<file path="src/sync_burst_regs.svh">
// Offsets, field positions and reset values of the burst-read sequencer
// Assumes inclusion by bare name from the package and design modules
`ifndef SYNC_BURST_REGS_SVH
`define SYNC_BURST_REGS_SVH

// ====================================================================
// Register offsets
`define CFG_OFS 4'h0
`define STAT_OFS 4'h4

// ====================================================================
// Configuration fields
`define CFG_RESET 16'hBFCF
`define CFG_MASK 16'hBFCF
`define RM_BIT 15
`define LC_HI 13
`define LC_LO 11
`define WP_BIT 10
`define DH_BIT 9
`define WD_BIT 8
`define BS_BIT 7
`define CE_BIT 6
`define BW_BIT 3
`define BL_HI 2
`define BL_LO 0

// ====================================================================
// Burst length codes and sizes
`define BL_4 3'h1
`define BL_8 3'h2
`define BL_16 3'h3
`define BL_CONT 3'h7
`define ROW_WORDS 5'h10
`define ADDR_W 16
`define DATA_W 16

`endif

</file>
<file path="src/sync_burst_pkg.sv">
// Types shared by the burst-read sequencer modules
// Assumes the register header sits in the include path
package sync_burst_pkg;
`include "sync_burst_regs.svh"

   typedef logic [`ADDR_W-1:0] word_addr_t;
   typedef logic [`DATA_W-1:0] word_data_t;

   typedef enum logic [2:0] {
      ST_IDLE = 3'b000,
      ST_LAT = 3'b001,
      ST_DATA = 3'b010,
      ST_ROW = 3'b011,
      ST_DONE = 3'b100
   } burst_state_e;

endpackage

</file>
<file path="src/addr_gen_if.sv">
// Carrier between the sequencer and its address generator
// Assumes both ends run combinationally inside one clock domain
`timescale 1ns/100ps
interface addr_gen_if;
   import sync_burst_pkg::*;
   word_addr_t launchAddr;
   word_addr_t startAddr;
   logic [2:0] sizeCode;
   logic noWrap;
   logic holdTwo;
   logic [2:0] latency;
   word_addr_t nextAddr;
   logic [4:0] burstLen;
   logic isCont;
   logic [2:0] rowStall;

   modport seq (output launchAddr, startAddr, sizeCode, noWrap, holdTwo,
      latency, input nextAddr, burstLen, isCont, rowStall);
   modport gen (input launchAddr, startAddr, sizeCode, noWrap, holdTwo,
      latency, output nextAddr, burstLen, isCont, rowStall);
endinterface

</file>
<file path="src/burst_addr_gen.sv">
// Address order and row-crossing stall computation
// Assumes the sequencer drives its inputs from registers on mclk
`timescale 1ns/100ps
module burst_addr_gen
   import sync_burst_pkg::*;
(
   // Sequencer side
   addr_gen_if.gen ag
);

   // ====================================================================
   // Length decode
   function automatic logic [4:0] lenOf(input logic [2:0] code);
      case (code)
         `BL_4: lenOf = 5'h04;
         `BL_8: lenOf = 5'h08;
         `BL_16: lenOf = 5'h10;
         default: lenOf = 5'h00;
      endcase
   endfunction

   wire [4:0] len = lenOf(ag.sizeCode);
   wire cont = (ag.sizeCode == `BL_CONT);
   wire [3:0] wrapMask = 4'(len - 5'h01);
   wire [3:0] lowInc = 4'(ag.launchAddr[3:0] + 4'h1);
   wire linear = cont || ag.noWrap;
   wire [3:0] wrapLow = (lowInc & wrapMask) |
      (ag.launchAddr[3:0] & ~wrapMask);

   // ====================================================================
   // Row crossing
   wire [4:0] toRow = `ROW_WORDS - {1'b0, ag.startAddr[3:0]};
   wire [5:0] endPos = {2'b00, ag.startAddr[3:0]} + {1'b0, len};
   wire crosses = cont || (endPos > 6'(`ROW_WORDS));
   wire aligned = (ag.startAddr[1:0] == 2'b00);
   wire stallOn = ag.noWrap && !ag.holdTwo && crosses && !aligned;
   wire [4:0] lat5 = {2'b00, ag.latency};

   // ====================================================================
   // Outputs
   assign ag.nextAddr = linear ? word_addr_t'(ag.launchAddr + 1'b1) :
      {ag.launchAddr[`ADDR_W-1:4], wrapLow};
   assign ag.burstLen = len;
   assign ag.isCont = cont;
   assign ag.rowStall = (stallOn && lat5 > toRow) ?
      3'(lat5 - toRow) : 3'h0;

endmodule // burst_addr_gen

</file>
<file path="src/sync_burst_read_sequencer.sv">
// Synchronous burst-read sequencer: address order, edge choice, wait
// Assumes array data answer combinationally to arrayAddr on mclk and
// that all pins come from the host's clock domain, sampled twice
//
// Summary of operation
// - Wait lead bit set: wait ends one data cycle early, else with data.
// - Only linear order; the other order encoding refuses bursts.
// - Size field picks 4, 8, 16 words or continuous bursts.
// - Wrap bit clear wraps, set does not; set is the default.
// - Wrap mode counts modulo length inside the aligned group.
// - No-wrap counts linearly from start across group boundaries.
// - Continuous bursts always count linearly, never wrap.
// - Continuous bursts run until the top of the address space.
// - Edge select bit picks rising or falling clock for everything.
// - No-wrap with one-clock hold may stall once at first row crossing.
// - Start aligned to four words never stalls at the row crossing.
// - Last word of a group start stalls at most latency minus one.
// - Other starts stall by latency and position within the row.
// - Wait stays asserted through row crossing stall cycles, except the last one with the wait lead bit set.
// - Latency counts edges from address strobe to first data word.
// - Wait lead bit sits at bit 8, reset value one.
// - Wait is deasserted while bus data are valid, and one data cycle before them with the wait lead bit set.
//
// Chosen here: the register offsets and strobed register access.
`timescale 1ns/100ps
module sync_burst_read_sequencer
   import sync_burst_pkg::*;
(
   // Clock and reset
   input wire logic mclk,
   input wire logic sys_rst,
   // Register port
   input wire logic [3:0] regAddr,
   input wire logic [15:0] regWrData,
   input wire logic regWr,
   input wire logic regRd,
   output logic [15:0] regRdData,
   // Host pins
   input wire logic flashClk,
   input wire logic addressValidN,
   input wire logic chipEnableN,
   input wire logic outputEnableN,
   input wire logic [`ADDR_W-1:0] addrPin,
   // Array side
   output logic [`ADDR_W-1:0] arrayAddr,
   input wire logic [`DATA_W-1:0] arrayData,
   // Data and wait pins
   output logic [`DATA_W-1:0] dqOut,
   output logic dqOe,
   output logic waitOut,
   output logic waitOe
);

   // ====================================================================
   // Configuration register
   logic [15:0] read_config_reg;
   wire cfgSel = (regAddr == `CFG_OFS);
   wire statSel = (regAddr == `STAT_OFS);
   wire syncMode = !read_config_reg[`RM_BIT];
   wire [2:0] first_access_latency = read_config_reg[`LC_HI:`LC_LO];
   wire waitHigh = read_config_reg[`WP_BIT];
   wire data_hold_select = read_config_reg[`DH_BIT];
   wire wait_lead_select = read_config_reg[`WD_BIT];
   wire burst_order_select = read_config_reg[`BS_BIT];
   wire risingSel = read_config_reg[`CE_BIT];
   wire no_wrap_select = read_config_reg[`BW_BIT];
   wire [2:0] burst_size_field = read_config_reg[`BL_HI:`BL_LO];

   always_ff @(posedge mclk or posedge sys_rst) begin
      if (sys_rst) begin
         read_config_reg <= `CFG_RESET;
      end else if (regWr && cfgSel) begin
         read_config_reg <= regWrData & `CFG_MASK;
      end
   end

   // ====================================================================
   // Pin synchronisers
   logic clkA, clkB, clkPrev;
   logic advA, advB, ceA, ceB, oeA, oeB;
   logic [`ADDR_W-1:0] addrA, addrB;

   always_ff @(posedge mclk or posedge sys_rst) begin
      if (sys_rst) begin
         clkA <= 1'b0;
         clkB <= 1'b0;
         clkPrev <= 1'b0;
         advA <= 1'b1;
         advB <= 1'b1;
         ceA <= 1'b1;
         ceB <= 1'b1;
         oeA <= 1'b1;
         oeB <= 1'b1;
         addrA <= '0;
         addrB <= '0;
      end else begin
         clkA <= flashClk;
         clkB <= clkA;
         clkPrev <= clkB;
         advA <= addressValidN;
         advB <= advA;
         ceA <= chipEnableN;
         ceB <= ceA;
         oeA <= outputEnableN;
         oeB <= oeA;
         addrA <= addrPin;
         addrB <= addrA;
      end
   end

   // ====================================================================
   // Edge choice and configuration checks
   wire riseEdge = clkB && !clkPrev;
   wire fallEdge = !clkB && clkPrev;
   wire activeEdge = risingSel ? riseEdge : fallEdge;
   wire sizeOk = (burst_size_field == `BL_4) ||
      (burst_size_field == `BL_8) ||
      (burst_size_field == `BL_16) ||
      (burst_size_field == `BL_CONT);
   wire orderOk = burst_order_select;
   wire cfgUnsupported = !sizeOk || !orderOk;
   wire burstStart = activeEdge && !ceB && !advB && syncMode &&
      !cfgUnsupported;
   wire [1:0] holdLen = data_hold_select ? 2'h2 : 2'h1;

   // ====================================================================
   // Address generator
   addr_gen_if ag ();
   word_addr_t launchAddr, startAddr;

   assign ag.launchAddr = launchAddr;
   assign ag.startAddr = startAddr;
   assign ag.sizeCode = burst_size_field;
   assign ag.noWrap = no_wrap_select;
   assign ag.holdTwo = data_hold_select;
   assign ag.latency = first_access_latency;

   burst_addr_gen addrGen (
      .ag(ag.gen)
   );

   // ====================================================================
   // Burst state
   burst_state_e state;
   logic [2:0] edgeCnt;
   logic [1:0] holdCnt;
   logic [4:0] wordsLeft;
   logic finalWord;
   logic rowDone;
   logic waitAct;
   logic dataValid;

   wire topWord = (launchAddr == {`ADDR_W{1'b1}});
   wire lastLaunch = ag.isCont ? topWord : (wordsLeft == 5'h01);
   wire rowEntry = (launchAddr[3:0] == 4'h0) && !rowDone &&
      (ag.rowStall != 3'h0);
   wire [2:0] edgeDec = 3'(edgeCnt - 3'h1);
   wire latEarly = wait_lead_select && ({1'b0, edgeDec} <= {2'b00, holdLen});
   wire rowEarly = wait_lead_select && (edgeDec <= 3'h1);
   wire startEarly = wait_lead_select &&
      (first_access_latency <= {1'b0, holdLen});
   wire stallEarly = wait_lead_select && (ag.rowStall <= 3'h1);

   always_ff @(posedge mclk or posedge sys_rst) begin
      if (sys_rst) begin
         state <= ST_IDLE;
         edgeCnt <= 3'h0;
         holdCnt <= 2'h0;
         wordsLeft <= 5'h00;
         finalWord <= 1'b0;
         rowDone <= 1'b0;
         waitAct <= 1'b0;
         dataValid <= 1'b0;
         launchAddr <= '0;
         startAddr <= '0;
         dqOut <= '0;
      end else if (ceB) begin
         state <= ST_IDLE;
         waitAct <= 1'b0;
         dataValid <= 1'b0;
      end else if (burstStart) begin
         state <= ST_LAT;
         edgeCnt <= first_access_latency;
         launchAddr <= addrB;
         startAddr <= addrB;
         wordsLeft <= ag.burstLen;
         rowDone <= 1'b0;
         finalWord <= 1'b0;
         dataValid <= 1'b0;
         waitAct <= !startEarly;
      end else if (activeEdge) begin
         case (state)
            ST_LAT, ST_ROW: begin
               if (edgeCnt <= 3'h1) begin
                  state <= ST_DATA;
                  dqOut <= arrayData;
                  launchAddr <= ag.nextAddr;
                  holdCnt <= 2'(holdLen - 2'h1);
                  wordsLeft <= 5'(wordsLeft - 5'h01);
                  finalWord <= lastLaunch;
                  dataValid <= 1'b1;
                  waitAct <= 1'b0;
               end else begin
                  edgeCnt <= edgeDec;
                  waitAct <= (state == ST_LAT) ? !latEarly :
                     !rowEarly;
               end
            end
            ST_DATA: begin
               if (holdCnt != 2'h0) begin
                  holdCnt <= 2'(holdCnt - 2'h1);
               end else if (finalWord) begin
                  state <= ST_DONE;
                  dataValid <= 1'b0;
                  waitAct <= 1'b1;
               end else if (rowEntry) begin
                  state <= ST_ROW;
                  edgeCnt <= ag.rowStall;
                  rowDone <= 1'b1;
                  dataValid <= 1'b0;
                  waitAct <= !stallEarly;
               end else begin
                  dqOut <= arrayData;
                  launchAddr <= ag.nextAddr;
                  holdCnt <= 2'(holdLen - 2'h1);
                  wordsLeft <= 5'(wordsLeft - 5'h01);
                  finalWord <= lastLaunch;
                  dataValid <= 1'b1;
                  waitAct <= 1'b0;
               end
            end
            ST_DONE: begin
               dataValid <= 1'b0;
            end
            default: begin
               state <= ST_IDLE;
               waitAct <= 1'b0;
               dataValid <= 1'b0;
            end
         endcase
      end
   end

   assign arrayAddr = launchAddr;

   // ====================================================================
   // Pin outputs
   wire busActive = !ceB && !oeB;
   wire waitLevel = waitHigh ? waitAct : !waitAct;

   always_ff @(posedge mclk or posedge sys_rst) begin
      if (sys_rst) begin
         waitOut <= 1'b0;
         waitOe <= 1'b0;
         dqOe <= 1'b0;
      end else begin
         waitOut <= waitLevel;
         waitOe <= busActive;
         dqOe <= busActive && dataValid;
      end
   end

   // ====================================================================
   // Register read port
   wire [15:0] statusWord = {8'h00, rowDone, cfgUnsupported, dataValid,
      waitAct, finalWord, state};
   wire [15:0] readMux = cfgSel ? read_config_reg :
      statSel ? statusWord : 16'h0000;

   always_ff @(posedge mclk or posedge sys_rst) begin
      if (sys_rst) begin
         regRdData <= 16'h0000;
      end else if (regRd) begin
         regRdData <= readMux;
      end else begin
         regRdData <= 16'h0000;
      end
   end

endmodule // sync_burst_read_sequencer

</file>
<file path="config.mk">
export PLATFORM = sky130hd
export DESIGN_NAME = sync_burst_read_sequencer
export DESIGN_NICKNAME = d
export VERILOG_FILES = /design/src/sync_burst_pkg.sv /design/src/addr_gen_if.sv /design/src/burst_addr_gen.sv /design/src/sync_burst_read_sequencer.sv
export VERILOG_INCLUDE_DIRS = /design/src
export SDC_FILE = /design/constraint.sdc
export NUM_CORES = 1
export LEC_CHECK = 0
export BUFFER_PORTS_ARGS = -buffer_cell sky130_fd_sc_hd__buf_2
export CAP_MARGIN = 20
export CORE_UTILIZATION = 55
export CTS_CLUSTER_DIAMETER = 30
export DETAILED_ROUTE_END_ITERATION = 10
export HOLD_SLACK_MARGIN = 0.06
export PLACE_DENSITY = 0.8
export SLEW_MARGIN = 20
export SYNTH_ARGS = -nofsm -noshare
export SYNTH_HDL_FRONTEND = slang
export SYNTH_SLANG_ARGS = --single-unit
</file>
<file path="constraint.sdc">
create_clock -name mclk -period 4.3 [get_ports mclk]
set_clock_uncertainty 0.15 [all_clocks]
set_input_delay 0.43 -clock mclk [delete_from_list [all_inputs] [get_ports mclk]]
set_output_delay 0.43 -clock mclk [all_outputs]
set_load 0.02 [all_outputs]
</file>
==> metrics <==
worst slack at placement about 0.85 ns; PD cells roughly 470 nW/µm²; Yosys top cell area share 0.470; CTS max path bufs 2; Cells after Synth approximately 500; layout cell share with drive strength beyond 1 0.301; setup bufs post-CTS 0; DR vias approximately 4.5k; Max VDD drop about 0.00036 V; sequential share of the synthesized area 0.559; total CTS buffers 17; CP Data Required Time 4.55 ns; # diodes 0; area added between synthesis and finish 30.4%; unrepaired setup endpoints after global routing false; die width between 100 and 150 µm; count of cell types in the netlist between 70 and 80; critical path arrival about 3.7 ns; H-tree Lvls 4; FFs w/ async S/R, synth 1.00; gr usage total 0.269; Overflow after GRT 0; Worst slew margin 0.507; top-count cell post-synth dfrtp_1; Synth area leader dfrtp_1; Yosys Warn Count 0; I/O pin count approximately 110; Final GP Congestion roughly 0.87; Post-CTS Resized 0; mapped cell area ~5600 µm²; clock sink total 125; hold path depth 3; critical path class reg -> reg; f_max slightly below 300 MHz; Regs by FF count addrA x16, addrB x16, dqOut x16; worst reg2reg path endpoint dqOut[10]$_DFFE_PP0P_; Iteration-0 DRC Markers just under 200; Post-CTS Hold Buffers 50; Total Wirelength 13100 µm; DR vias/cell between 5 and 6; Syn Nets 582; Max-cap violations 0; setup TNS 0 ns; crit path capture type register; Clock Latency Late Sink approximately 0.52 ns; Die Ht just over 100 µm; final hold vios 0; worst setup margin 0.836 ns; clk slew on worst S/H paths about 0.050 ns; DR pass1 iterations 8; Worst-Margin Slew between 0.7 and 0.8 ns; die footprint ~11000 µm²; Slew Limit Fails 0; layout net count 740; Period minus WS final 3.46 ns; Worst Setup SP read_config_reg[1]$_DFFE_PP1P_; status complete, no violations; final core area utilization 0.746; largest net degree at the start of global routing just under 90; layout filler cell count 660; Area contributors post-synth dfrtp_1 (47%), dfstp_2 (8.9%), mux2_2 (4.4%); drt drc 0; Power, Total approximately 3.5 mW; Endpoint, Worst Hold regRdData[5]$_DFF_PP0_; period utilization 0.806; Setup crit start kind register; antenna-violating nets left 0; Clock Tree Root clkbuf_8; wire per inst around 16 µm; number of synthesized flops with an enable pin 0; final setup fails 0; syn avg cell area 11.2 µm²; CP Max Fanout 19; Hold WC Path Type in -> reg; Synth Flop Type dfrtp_1; DP HPWL ~8500 µm; initial antenna violation count 0; core area a little under 10000 µm²; #FFs+latches synth 125; Lkg Pwr 3.53 nW; TritonCTS clock tree built; Worst Reg2Reg Path Length in Cells 10; FP Rows 36; first-pass GRT wire length roughly 21000 µm; vias in the first global route 4529; Initial Util 0.572; reg2reg start read_config_reg[1]$_DFFE_PP1P_; flop-to-flop setup slack between 0.8 and 0.9 ns; Post-synth top cells dfrtp_1 (106), a21oi_1 (42), nor2_1 (34); number of port buffers ~110; HP Start regRd
metrics by stage:
step	area, µm²	hold WS, ns	std cells
4_1_cts	7350	0.151	805
5_1_grt	7350	0.169	805
3_5_place_dp	6290	0.185	724
6_report	7350	0.169	805
3_3_place_gp	6290	0.182	724
2_1_floorplan	5640	0.181	502
worst max-delay path by stage:
stage	slack, ns	cells after the start	end
2_1_floorplan	0.42	1	async pin
3_3_place_gp	0.89	10	dqOut[8]$_DFFE_PP0P_
3_5_place_dp	0.85	10	dqOut[15]$_DFFE_PP0P_
4_1_cts	0.82	10	dqOut[15]$_DFFE_PP0P_
5_1_grt	0.67	10	dqOut[10]$_DFFE_PP0P_
6_report	0.84	10	dqOut[10]$_DFFE_PP0P_
layout make-up:
type / instances / area, µm² / share of cell area
well taps: 133 / 166 / 0.0226
flip-flops and latches: 125 / 3150 / 0.429
clock inverters: 6 / 85.1 / 0.0116
clock buffers: 25 / 474 / 0.0645
repair buffers: 161 / 1070 / 0.145
multi-input cells: 330 / 2310 / 0.314
inverters: 25 / 98.8 / 0.0134
report_power, final:
part           internal, mW  total (mW)  switching [mW]
sequential             1.31        1.44           0.125
combinational         0.329       0.714           0.385
clock                 0.865        1.34           0.472
kinds of logic (layout without fill, tap and decap cells):
group           Yosys count  in the layout  synth area share
fa+ha+maj                20             20            0.0470
compound gates          123            123             0.139
xor+xnor                  4              4           0.00621
buf+inv                  47            217            0.0348
flops                   125            125             0.559
mux                      41             41            0.0843
simple gates            141            141             0.129
other cells               1              1          0.000665
layout by cell type (no fill, tap or decap), types with 3 or more instances in the layout:
cell	n
or2_2	4
mux2i_1	10
xor2_1	3
ha_1	18
nand3_1	15
dfstp_2	19
nand2b_1	6
inv_1	24
clkbuf_16	16
mux2_2	22
o21ai_0	25
clkbuf_8	4
clkbuf_1	5
and3_1	5
or4_1	4
dfrtp_1	106
mux2_4	7
a31oi_1	4
nor3b_1	3
nor2_1	34
o22ai_1	7
dlygate4sd3_1	50
buf_2	106
nor3_1	12
nand3b_1	3
a21oi_1	42
o221ai_1	3
and2_1	6
nand2_1	32
buf_4	5
o21a_1	6
metal layers:
layer | track usage | share of wire | vias up | wire [µm]
met4 | 0.111 | 0.025 | 0 | 324
met3 | 0.0766 | 0.059 | 29 | 778
met2 | 0.481 | 0.54 | 166 | 7040
met5 | 0 | 0 | - | 0
li1 | - | - | 2104 | -
met1 | 0.302 | 0.38 | 2177 | 5000
worst max-delay path, stage by stage (launching register included):
cell,delay (ns)
dfstp_2,0.60
nor2_1,0.06
nand2_1,0.13
inv_1,0.09
ha_1,0.22
fa_1,0.45
and4b_1,0.25
nor4_2,0.52
o21ai_1,0.17
nand2_4,0.31
mux2_2,0.39
No activity file was read; power rests on OpenSTA's default activity.
